File: config.mk
export PLATFORM = sky130hd
export DESIGN_NAME = dspb_bank
export DESIGN_NICKNAME = d
export VERILOG_FILES = /design/src/rtl/dspb_bank.v /design/src/rtl/dspb_acc_est.v
export VERILOG_INCLUDE_DIRS = /design/src /design/src/rtl
export SDC_FILE = /design/constraint.sdc
export NUM_CORES = 1
export LEC_CHECK = 0
export ABC_AREA = 0
export BUFFER_PORTS_ARGS = -buffer_cell sky130_fd_sc_hd__buf_2
export CAP_MARGIN = 20
export CORE_ASPECT_RATIO = 0.75
export CORE_MARGIN = 1
export CORE_UTILIZATION = 42
export CTS_CLUSTER_DIAMETER = 150
export DETAILED_ROUTE_END_ITERATION = 16
export PLACE_DENSITY = 0.67
export SLEW_MARGIN = 20
export SYNTH_ARGS = -nofsm -noshare
export SYNTH_HDL_FRONTEND = slang
export SYNTH_HIERARCHICAL = 1
export SYNTH_SLANG_ARGS = --single-unit
File: constraint.sdc
create_clock -name ref_clk_i -period 7.4 [get_ports ref_clk_i]
set_input_delay 1.48 -clock ref_clk_i [delete_from_list [all_inputs] [get_ports ref_clk_i]]
set_output_delay 1.48 -clock ref_clk_i [all_outputs]
set_load 0.05 [all_outputs]
File: src/rtl/dspb_defs.vh
// constants for the drive status parameter bank
`ifndef DSPB_DEFS_VH
`define DSPB_DEFS_VH

// parameter addresses as seen by the fieldbus master
`define DSPB_ADR_ACCESS    16'h0118
`define DSPB_ADR_OPMODE    16'h1B08
`define DSPB_ADR_ACTION    16'h1C08
`define DSPB_ADR_REFACC    16'h1F12

// reset values
`define DSPB_RST_ACCESS    16'h0000
`define DSPB_RST_OPMODE    16'h0000
`define DSPB_RST_ACTION    16'h0000
`define DSPB_RST_REFACC    32'h00000000

// action word bit positions
`define DSPB_BIT_WARN      0
`define DSPB_BIT_ERR1      1
`define DSPB_BIT_STILL     6
`define DSPB_BIT_CW        7
`define DSPB_BIT_CCW       8
`define DSPB_BIT_IDLE      11
`define DSPB_BIT_DECEL     12
`define DSPB_BIT_ACCEL     13
`define DSPB_BIT_CONST     14

// access channel codes carried in the high byte, use codes in the low byte
`define DSPB_CH_RSVD0      8'h00
`define DSPB_CH_MAX        8'h09
`define DSPB_CH_RSVD8      8'h08
`define DSPB_USE_SHARED    8'h00
`define DSPB_USE_EXCL      8'h01

// standstill threshold in revolutions per minute
`define DSPB_STILL_RPM     32'h00000009

// operating mode code range
`define DSPB_MODE_MIN      16'hFFFA
`define DSPB_MODE_MAX      16'h0006

// acceleration sampling: period in us, clock in MHz
`define DSPB_SAMPLE_US     1000
`define DSPB_CLK_MHZ       50
`define DSPB_SAMPLE_CYC    (`DSPB_SAMPLE_US * `DSPB_CLK_MHZ)
`define DSPB_SAMPLES_PER_S 32'h000003E8

`endif

File: src/rtl/dspb_bank.v
// drive status parameter bank, read by parameter address
`timescale 1ns/100ps
`default_nettype none
`include "dspb_defs.vh"

module dspb_bank #(
  parameter [31:0] SAMPLE_CYC = `DSPB_SAMPLE_CYC
) (
  input  wire        ref_clk_i,
  input  wire        rst_i,
  // parameter access port from the fieldbus engine
  input  wire        req_i,
  input  wire        wr_i,
  input  wire [15:0] addr_i,
  output reg  [31:0] rdata_o,
  output reg         ack_o,
  output reg         err_o,
  // drive status sources, same clock domain
  input  wire [31:0] ref_speed_i,
  input  wire [31:0] act_speed_i,
  input  wire        warn_i,
  input  wire [3:0]  err_class_i,
  input  wire [7:0]  chan_id_i,
  input  wire        chan_excl_i,
  input  wire [15:0] opmode_i,
  // live copies for the drive's own use
  output wire [15:0] action_word_o,
  output wire [31:0] ref_acc_o
);

  reg  [15:0] access_q;
  reg  [15:0] access_d;
  reg  [15:0] opmode_q;
  reg  [15:0] opmode_d;
  reg  [15:0] action_q;
  reg  [15:0] action_d;
  wire [31:0] acc_w;
  wire        acc_tick;

  reg         ch_ok;
  reg         mode_ok;
  reg         still;
  reg         cw;
  reg         ccw;
  reg         idle;
  reg         acc_nz;
  reg         same_sign;
  reg  [31:0] abs_act;

  reg         hit;
  reg  [31:0] rsel;

  assign action_word_o = action_q;
  assign ref_acc_o     = acc_w;

  dspb_acc_est #(
    .SAMPLE_CYC (SAMPLE_CYC)
  ) u_acc (
    .ref_clk_i   (ref_clk_i),
    .rst_i       (rst_i),
    .ref_speed_i (ref_speed_i),
    .acc_o       (acc_w),
    .tick_o      (acc_tick)
  );

  // ---- access channel indication ----
  always @* begin
    ch_ok = (chan_id_i != `DSPB_CH_RSVD0) &&
            (chan_id_i != `DSPB_CH_RSVD8) &&
            (chan_id_i <= `DSPB_CH_MAX);
    access_d = access_q;
    if (ch_ok) begin
      access_d[15:8] = chan_id_i;
      access_d[7:0] = chan_excl_i ? `DSPB_USE_EXCL
                                  : `DSPB_USE_SHARED;
    end
  end

  // ---- active operating mode ----
  always @* begin
    mode_ok = ($signed(opmode_i) >= $signed(`DSPB_MODE_MIN)) &&
              ($signed(opmode_i) <= $signed(`DSPB_MODE_MAX));
    // out-of-range codes keep the last valid mode rather than
    // exposing a transient value to the master
    opmode_d = mode_ok ? opmode_i : opmode_q;
  end

  // ---- motion classification ----
  always @* begin
    abs_act = act_speed_i[31] ? (32'h00000000 - act_speed_i)
                              : act_speed_i;
    still = (abs_act < `DSPB_STILL_RPM);
    cw  = !still && !act_speed_i[31];
    ccw = !still &&  act_speed_i[31];
    idle = (ref_speed_i == 32'h00000000);
    acc_nz    = (acc_w != 32'h00000000);
    same_sign = (acc_w[31] == ref_speed_i[31]);
  end

  // ---- action word ----
  always @* begin
    action_d = 16'h0000;
    action_d[`DSPB_BIT_WARN] = warn_i;
    action_d[`DSPB_BIT_ERR1 +: 4] = err_class_i;
    action_d[`DSPB_BIT_STILL] = still;
    action_d[`DSPB_BIT_CW]    = cw;
    action_d[`DSPB_BIT_CCW]   = ccw;
    action_d[`DSPB_BIT_IDLE]  = idle;
    action_d[`DSPB_BIT_DECEL] = !idle && acc_nz && !same_sign;
    action_d[`DSPB_BIT_ACCEL] = !idle && acc_nz &&  same_sign;
    action_d[`DSPB_BIT_CONST] = !idle && !acc_nz;
    action_d[5]  = 1'b0;
    action_d[9]  = 1'b0;
    action_d[10] = 1'b0;
    action_d[15] = 1'b0;
  end

  // the action word follows its sources every cycle, access and mode only on valid codes; the
  // acceleration itself only moves on the sample tick
  always @(posedge ref_clk_i or posedge rst_i) begin
    if (rst_i) begin
      access_q <= `DSPB_RST_ACCESS;
      opmode_q <= `DSPB_RST_OPMODE;
      action_q <= `DSPB_RST_ACTION;
    end else begin
      access_q <= access_d;
      opmode_q <= opmode_d;
      action_q <= action_d;
    end
  end

  // ---- parameter address decode ----
  always @* begin
    hit  = 1'b1;
    rsel = 32'h00000000;
    case (addr_i)
      `DSPB_ADR_ACCESS: begin
        rsel = {16'h0000, access_q};
      end
      `DSPB_ADR_OPMODE: begin
        rsel = {{16{opmode_q[15]}}, opmode_q};
      end
      `DSPB_ADR_ACTION: begin
        rsel = {16'h0000, action_q};
      end
      `DSPB_ADR_REFACC: begin
        rsel = acc_w;
      end
      default: begin
        hit  = 1'b0;
        rsel = 32'h00000000;
      end
    endcase
  end

  // one request answered on the next edge; a write or an
  // unmapped address gets err_o and rdata_o of zero, and changes no parameter
  always @(posedge ref_clk_i or posedge rst_i) begin
    if (rst_i) begin
      rdata_o <= 32'h00000000;
      ack_o   <= 1'b0;
      err_o   <= 1'b0;
    end else begin
      ack_o <= req_i;
      err_o <= 1'b0;
      if (req_i) begin
        if (wr_i || !hit) begin
          err_o   <= 1'b1;
          rdata_o <= 32'h00000000;
        end else begin
          rdata_o <= rsel;
        end
      end
    end
  end

endmodule
`default_nettype wire

File: src/rtl/dspb_acc_est.v
// reference acceleration estimator from sampled reference speed
`timescale 1ns/100ps
`default_nettype none
`include "dspb_defs.vh"

module dspb_acc_est #(
  parameter [31:0] SAMPLE_CYC = `DSPB_SAMPLE_CYC
) (
  input  wire        ref_clk_i,
  input  wire        rst_i,
  input  wire [31:0] ref_speed_i,
  output reg  [31:0] acc_o,
  output reg         tick_o
);

  localparam [31:0] CNT_LAST = SAMPLE_CYC - 32'h00000001;

  reg  [31:0] cnt_q;
  reg  [31:0] prev_q;
  wire [31:0] diff;

  // speed change over one period, scaled to per-second
  assign diff = ref_speed_i - prev_q;

  always @(posedge ref_clk_i or posedge rst_i) begin
    if (rst_i) begin
      cnt_q  <= 32'h00000000;
      prev_q <= 32'h00000000;
      acc_o  <= `DSPB_RST_REFACC;
      tick_o <= 1'b0;
    end else begin
      tick_o <= 1'b0;
      if (cnt_q >= CNT_LAST) begin
        cnt_q  <= 32'h00000000;
        prev_q <= ref_speed_i;
        acc_o  <= diff * `DSPB_SAMPLES_PER_S;
        tick_o <= 1'b1;
      end else begin
        cnt_q <= cnt_q + 32'h00000001;
      end
    end
  end

endmodule
`default_nettype wire

# --- Word level (Yosys, flattened, before mapping) ---
# Cells that the tools add are included.
word_totals:
  output_inout_bits: 82
  latchBits: 0
  inputBits: 114
  wordCells: 52
  memories: 0
  ram_bits: 0
  rom_bits: 0
  reg_bits: 171
op_classes:
  div: 0
  reduce_logical: 20
  eq_ne: 6
  n_lt_le_gt_ge: 5
  bitwise: 0
  shifts: 0
  addsub: 3
  n_mul: 1
  mux: 8
op_table:
  columns: ["op", "count"]
  rows:
  - ["$pmux 32 s4", 1]
  - ["$mux 32", 3]
  - ["$eq 16x13->1 const B", 3]
  - ["$add 32x1->32 const B", 1]
  - ["$ge 32x16->1 const B", 1]
  - ["$logic_not 32->1", 1]
  - ["$lt 32x4->1 const B", 1]
  - ["$mul 32x7->29 const B", 1]
  - ["$reduce_bool 32->1", 1]
  - ["$sub 1x32->32 const A", 1]
  - ["$sub 32x32->32", 1]
  - ["$eq 16x9->1 const B", 1]
  - ["$ge 16x4->1 const B", 1]
  - ["$le 16x4->1 const B", 1]
  - ["$logic_and 1x1->1", 9]
  - ["$le 8x4->1 const B", 1]
  - ["$ne 8x4->1 const B", 1]
  - ["$reduce_bool 8->1", 1]
  - ["$logic_not 1->1", 6]
  - ["$mux 1", 4]
  - ["$reduce_or 4->1", 1]
  - ["$eq 1x1->1", 1]
  - ["$logic_or 1x1->1", 1]

# --- Logic depth before layout (Yosys ltp) ---
# Gate-level depths: netlist (run 1).
depth:
  ltp_word: 7
  mapped_depth: 28
  mapped_depth_nobuf: 28

# --- Hierarchy ---
# The synthesis (run 1) kept the hierarchy.
modules_own_cells:
  columns: ["module", "area_each_um2", "seq_area_each_um2", "cells_each", "n_inst"]
  rows:
  - ["dspb_acc_est", 8673.3, 2277.2, 968, 1]
  - ["dspb_bank", 4077.7, 1776.7, 418, 1]

# --- Worst setup path before layout (run 1) ---
# Ideal clock, no wire load.
synth_timing:
  path_type: "input port to flip-flop"
  start: "input ref_speed_i[0]"
  end: "register u_acc.acc_o[30]"
  required_time_ns: 7.273
  cell_stages: 26
  n_path_buf: 0
  setup_ns: 0.127
  slack_ns: -0.158
  arrival_time_ns: 7.431
  cell_sequence: "inv_1 > ha_1 > fa_1 > nand2b_1 > a21oi_1 > nor2b_1 > o21ai_0 > xor2_1 > inv_1 > fa_1 > fa_1 > fa_1 > fa_1 > inv_1 > ha_1 > a21o_1 > a21oi_1 > o221a_2 > o21ai_1 > a221oi_1 > o21ai_1 > a21oi_1 > o21ai_0 > a21oi_1 > xor2_1 > o21ai_0"
synth_between:
  elab_chain_cells: 2
synth_rtl:
  columns: ["element", "line_no", "source"]
  rows:
  - ["start: declaration", "dspb_bank.v:19", "input wire [31:0] ref_speed_i,"]
  - ["$sub 32x32->32", "dspb_acc_est.v:23", "assign diff = ref_speed_i - prev_q;"]
  - ["$mul 32x7->29 (no line)", null, null]
  - ["end signal: assignment", "dspb_acc_est.v:29", "acc_o <= `DSPB_RST_REFACC;"]
  - ["end signal: assignment", "dspb_acc_est.v:36", "acc_o <= diff * `DSPB_SAMPLES_PER_S;"]
  - ["end: declaration", "dspb_acc_est.v:12", "output reg [31:0] acc_o,"]
# Every way passes these cells.
# A chain may end at the register's enable or synchronous reset.

# --- Final worst setup path (run 1) ---
# Ends and elaborated chain as after synthesis.

==> reports/results.ini, run 1 <==
[drt]
drtPass1Iterations=6
viasPerCell=5.26
drc=0
totalWireLength_um=33000
ant_nets=0
num_vias=10800
drtIter0Drc=693
wl_per_cell_um=16.1

[worst_setup_path]
critPathCaptureType=flop
cp_slowest_cell=fa_1
crit_path_start_kind=input pin
cp-startpoint=ref_speed_i[0]
crit_required_ns=7.69
cpPeakStageDelay_ns=0.55
arrival_ns=7.45
path_common_cell=fa_1
critPathKind=in -> reg
reg2reg_from=u_acc/prev_q[1]
crit_fanout=5

[synthesis]
yosysWarnings=6
synth_cells=1385
syn_area_sq_um=12700
avgSynthCellArea_sq_um=9.19

[sta]
finalSetupViolCount=0
slew_viol_final=0
fin_crit_sh=0.967
finalSetupTns_ns=0
min_period_ns=7.16
worstMarginPinSlew_ns=0.918
rsz0062_at_grt=yes
clock_skew_ns=0.0137
fmax_mhz=140
hold_violations=0
slew-limit-headroom=0.388

[finish]
area_delta_synth_final_pct=21.0
post-route-util=0.523
multiInputGateArea_sq_um=7890
nets=1928
regArea_sq_um=4030
drive_above_1_share=0.240
fillers=2748
diodes=0
finalNonFillerCells=2056

[worst_hold_path]
hp-start=opmode_q[8]
worstHoldPathType=reg -> reg

[global_route]
grt_max_degree=72
grt_usage=0.224
antenna_found_initial=0
grt_pass1_wl_um=55800
grt_pass1_vias=10900
overflow=0

[clock_network]
clock_latency_ns=0.43
cts_buffers=17
clk_path_buf_depth=2
tritoncts=built
cts-root-buf=clkbuf_16
htree_num_levels=4
cts_hold_buf=0
clock_sinks=161
clk_pin_slew_worst_paths_ns=0.07

[place]
place.gp.congestion=0.906
port_buffers=188
placed_cells=2021
dp_hpwl_um=25900

[floorplanning]
die-area_sq_um=31000
rows=54
ios=196
core_area_sq_um=29500
initial_utilization=0.432
chipHeight_um=153
die_w_um=203

[outcome]
status=completed

[job]
maxCapViolCount=0

critical path: cells and delay by family:
family,cells,cell delay [ns]
fa+ha+maj,7,2.74
compound gates,12,1.85
simple gates,3,0.52
xor+xnor,2,0.33
buf+inv,6,0.55
metrics by stage:
step | hold WS, ns | instance area [sq um] | setup slack [ns]
6_report | 0.483 | 15400 | 0.243
5_1_grt | 0.510 | 15400 | -0.0670
4_1_cts | 0.486 | 15300 | 0.121
3_5_place_dp | 0.464 | 14600 | -0.325
3_3_place_gp | 0.459 | 14600 | -0.0854
2_1_floorplan | 0.446 | 12800 | 0.0184
cells in the final DEF (no fill, tap or decap), types with 5 or more instances in the layout:
master and instances:
xor2_1 21, and2_1 11, nor3_1 21, a21oi_2 5
buf_4 91, or4_1 7, o21a_1 9, a222oi_1 8
nand2b_1 6, clkbuf_16 17, or3_1 6, o21bai_1 8
mux2_2 36, ha_1 80, a21o_1 14, nor2_1 106
fa_1 82, a31oi_1 13, o21ai_2 6, xnor2_1 54
o211ai_1 8, nand4_1 18, nor4_1 36, buf_2 188
dfrtp_1 161, o21ai_0 69, a22oi_1 14, nand3_1 19
o21ai_1 6, conb_1 23, nand2_1 119, inv_1 190
a21oi_1 98
cell type report:
type	instances	share of cell area
Clock buffer	19	0.0288
Clock inverter	13	0.0124
Inverter	195	0.0476
Multi-Input combinational cell	997	0.512
Sequential cell	161	0.262
Tap cell	392	0.0318
Timing Repair Buffer	279	0.105
metal layers:
metal,up-vias,global-route usage,wire length [um]
met1,5256,0.319,15800
met5,-,0,0
li1,5221,-,-
met3,42,0.0406,1760
met4,0,0.0605,597
met2,290,0.347,14900
sequential cells by signal, summed over array words and instances (netlist names):
| register | count |
|---|---|
| u_acc/prev_q | 29 |
| action_word_o | 12 |
| ack_o | 1 |
| u_acc/cnt_q | 32 |
| rdata_o | 32 |
| err_o | 1 |
| access_q | 9 |
| opmode_q | 16 |
| u_acc/acc_o | 29 |
worst paths after layout:
check / cells past startpoint / end / slack, ns
setup reg to reg: 26 / u_acc/acc_o[30] / 1.05
hold / removal: 2 / opmode_q[8] / 0.48
min in group asynchronous: 2 / u_acc/acc_o[6] / 1.04
hold reg to reg: 2 / opmode_q[8] / 0.48
max in group asynchronous: 3 / u_acc/prev_q[23] / 5.14
setup / recovery: 30 / u_acc/acc_o[30] / 0.24
what timing repair did:
item | CTS | global route
setup buffers | 0 | 3
resized for setup | 0 | 20
setup endpoints to repair | 0 | 6
Power of run 1 is not shown: default switching activity piles up to over one toggle a cycle in this logic, so the estimate is an artifact.
==> run 2, diff against run 1 <==
- BUFFER_PORTS_ARGS: -buffer_cell sky130_fd_sc_hd__buf_2 -> unset
- DONT_BUFFER_PORTS: unset -> 1
- PLACE_DENSITY: 0.67 -> 0.61
==> reports/results.ini, run 2 (synthesis gave the netlist of run 1 again) <==
[floorplanning]
die_w_um=203  ; unchanged
ios=196  ; unchanged
initial_utilization=0.432  ; unchanged
die-area_sq_um=31000  ; unchanged
chipHeight_um=153  ; unchanged
rows=54  ; unchanged
core_area_sq_um=29500  ; unchanged

[place]
place.gp.congestion=0.906  ; about the same
placed_cells=1807  ; -11%
port_buffers=0  ; -100%
dp_hpwl_um=24700  ; -4.8%

[clock_network]
cts-resized-gates=0  ; unchanged
cts_setup_buffers=0  ; unchanged
cts_buffers=17  ; unchanged
clk_pin_slew_worst_paths_ns=0.07  ; about the same
htree_num_levels=4  ; unchanged
tritoncts=built
clock_sinks=161  ; unchanged
clk_path_buf_depth=2  ; unchanged
cts-root-buf=clkbuf_16
cts_hold_buf=0  ; unchanged
clock_latency_ns=0.44  ; about the same

[worst_setup_path]
reg2reg_from=u_acc/prev_q[1]
worstRegToRegCells=27  ; +3.8%
cp-startpoint=ref_speed_i[1]
crit_path_end=u_acc/acc_o[30]
r2r_setup_slack_ns=1.10  ; +0.05 ns
critPathKind=in -> reg
crit_required_ns=7.71  ; +0.02 ns
critPathCaptureType=flop
crit_fanout=4  ; -1
arrival_ns=7.21  ; -0.24 ns
timing.rr.end=u_acc/acc_o[30]
crit_path_start_kind=input pin

[sta]
rsz0062_at_grt=no
slew-limit-headroom=0.387  ; -0.000740
worstMarginPinSlew_ns=0.919  ; +0.00111 ns
finalSetupViolCount=0  ; unchanged
fmax_mhz=145  ; +3.8%
min_period_ns=6.90  ; -0.260 ns
slew_viol_final=0  ; unchanged
hold_violations=0  ; unchanged
fin_crit_sh=0.932  ; -0.0352
clock_skew_ns=0.0118  ; -0.00181 ns
finalSetupTns_ns=0  ; unchanged

[job]
maxCapViolCount=0  ; unchanged

[finish]
nets=1711  ; -11%
layout_commonest_cell=inv_1
area_delta_synth_final_pct=11.0
final_cell_mix=191 x inv_1, 161 x dfrtp_1, 119 x nand2_1, 106 x nor2_1, 100 x a21oi_1
drive_above_1_share=0.117  ; -0.122
biggestRegsByFlops=rdata_o: 32 flops, u_acc/cnt_q: 32 flops
diodes=0  ; unchanged
finalNonFillerCells=1839  ; -11%
fillers=2842  ; +3.4%

[drt]
drtPass1Iterations=7  ; +1
drtIter0Drc=542  ; -22%
drc=0  ; unchanged
ant_nets=0  ; unchanged
viasPerCell=5.36  ; +1.9%
wl_per_cell_um=17.0  ; +5.6%
totalWireLength_um=31200  ; -5.5%
num_vias=9849  ; -8.9%

[global_route]
overflow=0  ; unchanged
grt_max_degree=89  ; +24%
grt_pass1_wl_um=52500  ; -5.9%
grt_usage=0.213  ; -0.0107
antenna_found_initial=0  ; unchanged
grt_pass1_vias=9920  ; -9.0%

[worst_hold_path]
worstHoldPathType=reg -> reg
worstHoldPathCells=2  ; unchanged

[outcome]
status=completed

-- run 2: worst min path at each step --
stage                   startpoint              to  slack [ns]
floorplan              opmode_q[3]     opmode_q[3]        0.45
global placement      opmode_q[13]    opmode_q[13]        0.46
detailed placement    opmode_q[11]    opmode_q[11]        0.46
CTS                   opmode_q[11]    opmode_q[11]        0.48
global route        u_acc/cnt_q[0]  u_acc/cnt_q[0]        0.51
finish                 opmode_q[6]     opmode_q[6]        0.48
-- run 2: area by class of cell --
type / count / area [sq um] / share of cell area
clock buffers: 18 / 439 / 0.0311
well taps: 392 / 490 / 0.0347
clock inverters: 14 / 154 / 0.0109
multi-input cells: 997 / 7820 / 0.553
flip-flops and latches: 161 / 4030 / 0.285
inverters: 195 / 734 / 0.0520
repair buffers: 62 / 465 / 0.0329
-- run 2: metrics by stage --
stage	util	setup WS, ns	area (sq um)	hold slack (ns)
2_1_floorplan	-	0.0184	12800	0.446
3_3_place_gp	0.459	0.0495	13500	0.459
3_5_place_dp	0.459	-0.0337	13500	0.464
4_1_cts	0.479	0.423	14100	0.482
5_1_grt	0.480	0.0312	14100	0.505
6_report	0.480	0.503	14100	0.482
-- run 2: critical path, stage by stage --
cell      delay, ns
ha_1           0.26
nor2b_1        0.14
o31ai_1        0.24
a21oi_1        0.11
buf_4          0.16
o21ai_0        0.14
nand2b_1       0.08
xor2_1         0.29
inv_1          0.13
fa_1           0.50
fa_1           0.52
fa_1           0.53
fa_1           0.54
inv_1          0.04
ha_1           0.29
a21o_1         0.16
a21oi_1        0.13
o221a_2        0.19
o21ai_1        0.11
a221oi_2       0.32
o21ai_1        0.12
a21oi_1        0.17
o21ai_0        0.12
a21oi_1        0.19
xor2_1         0.15
o21ai_0        0.08
-- run 2: per-layer routing --
metal / vias to the layer above / track usage / wire length, um / share of wire
met5: - / 0 / 0 / 0
met4: 0 / 0.0530 / 397 / 0.013
met3: 34 / 0.0500 / 1950 / 0.062
met2: 217 / 0.331 / 14300 / 0.46
met1: 4810 / 0.298 / 14600 / 0.47
li1: 4788 / - / - / -
Power of run 2 is left out for the same reason.
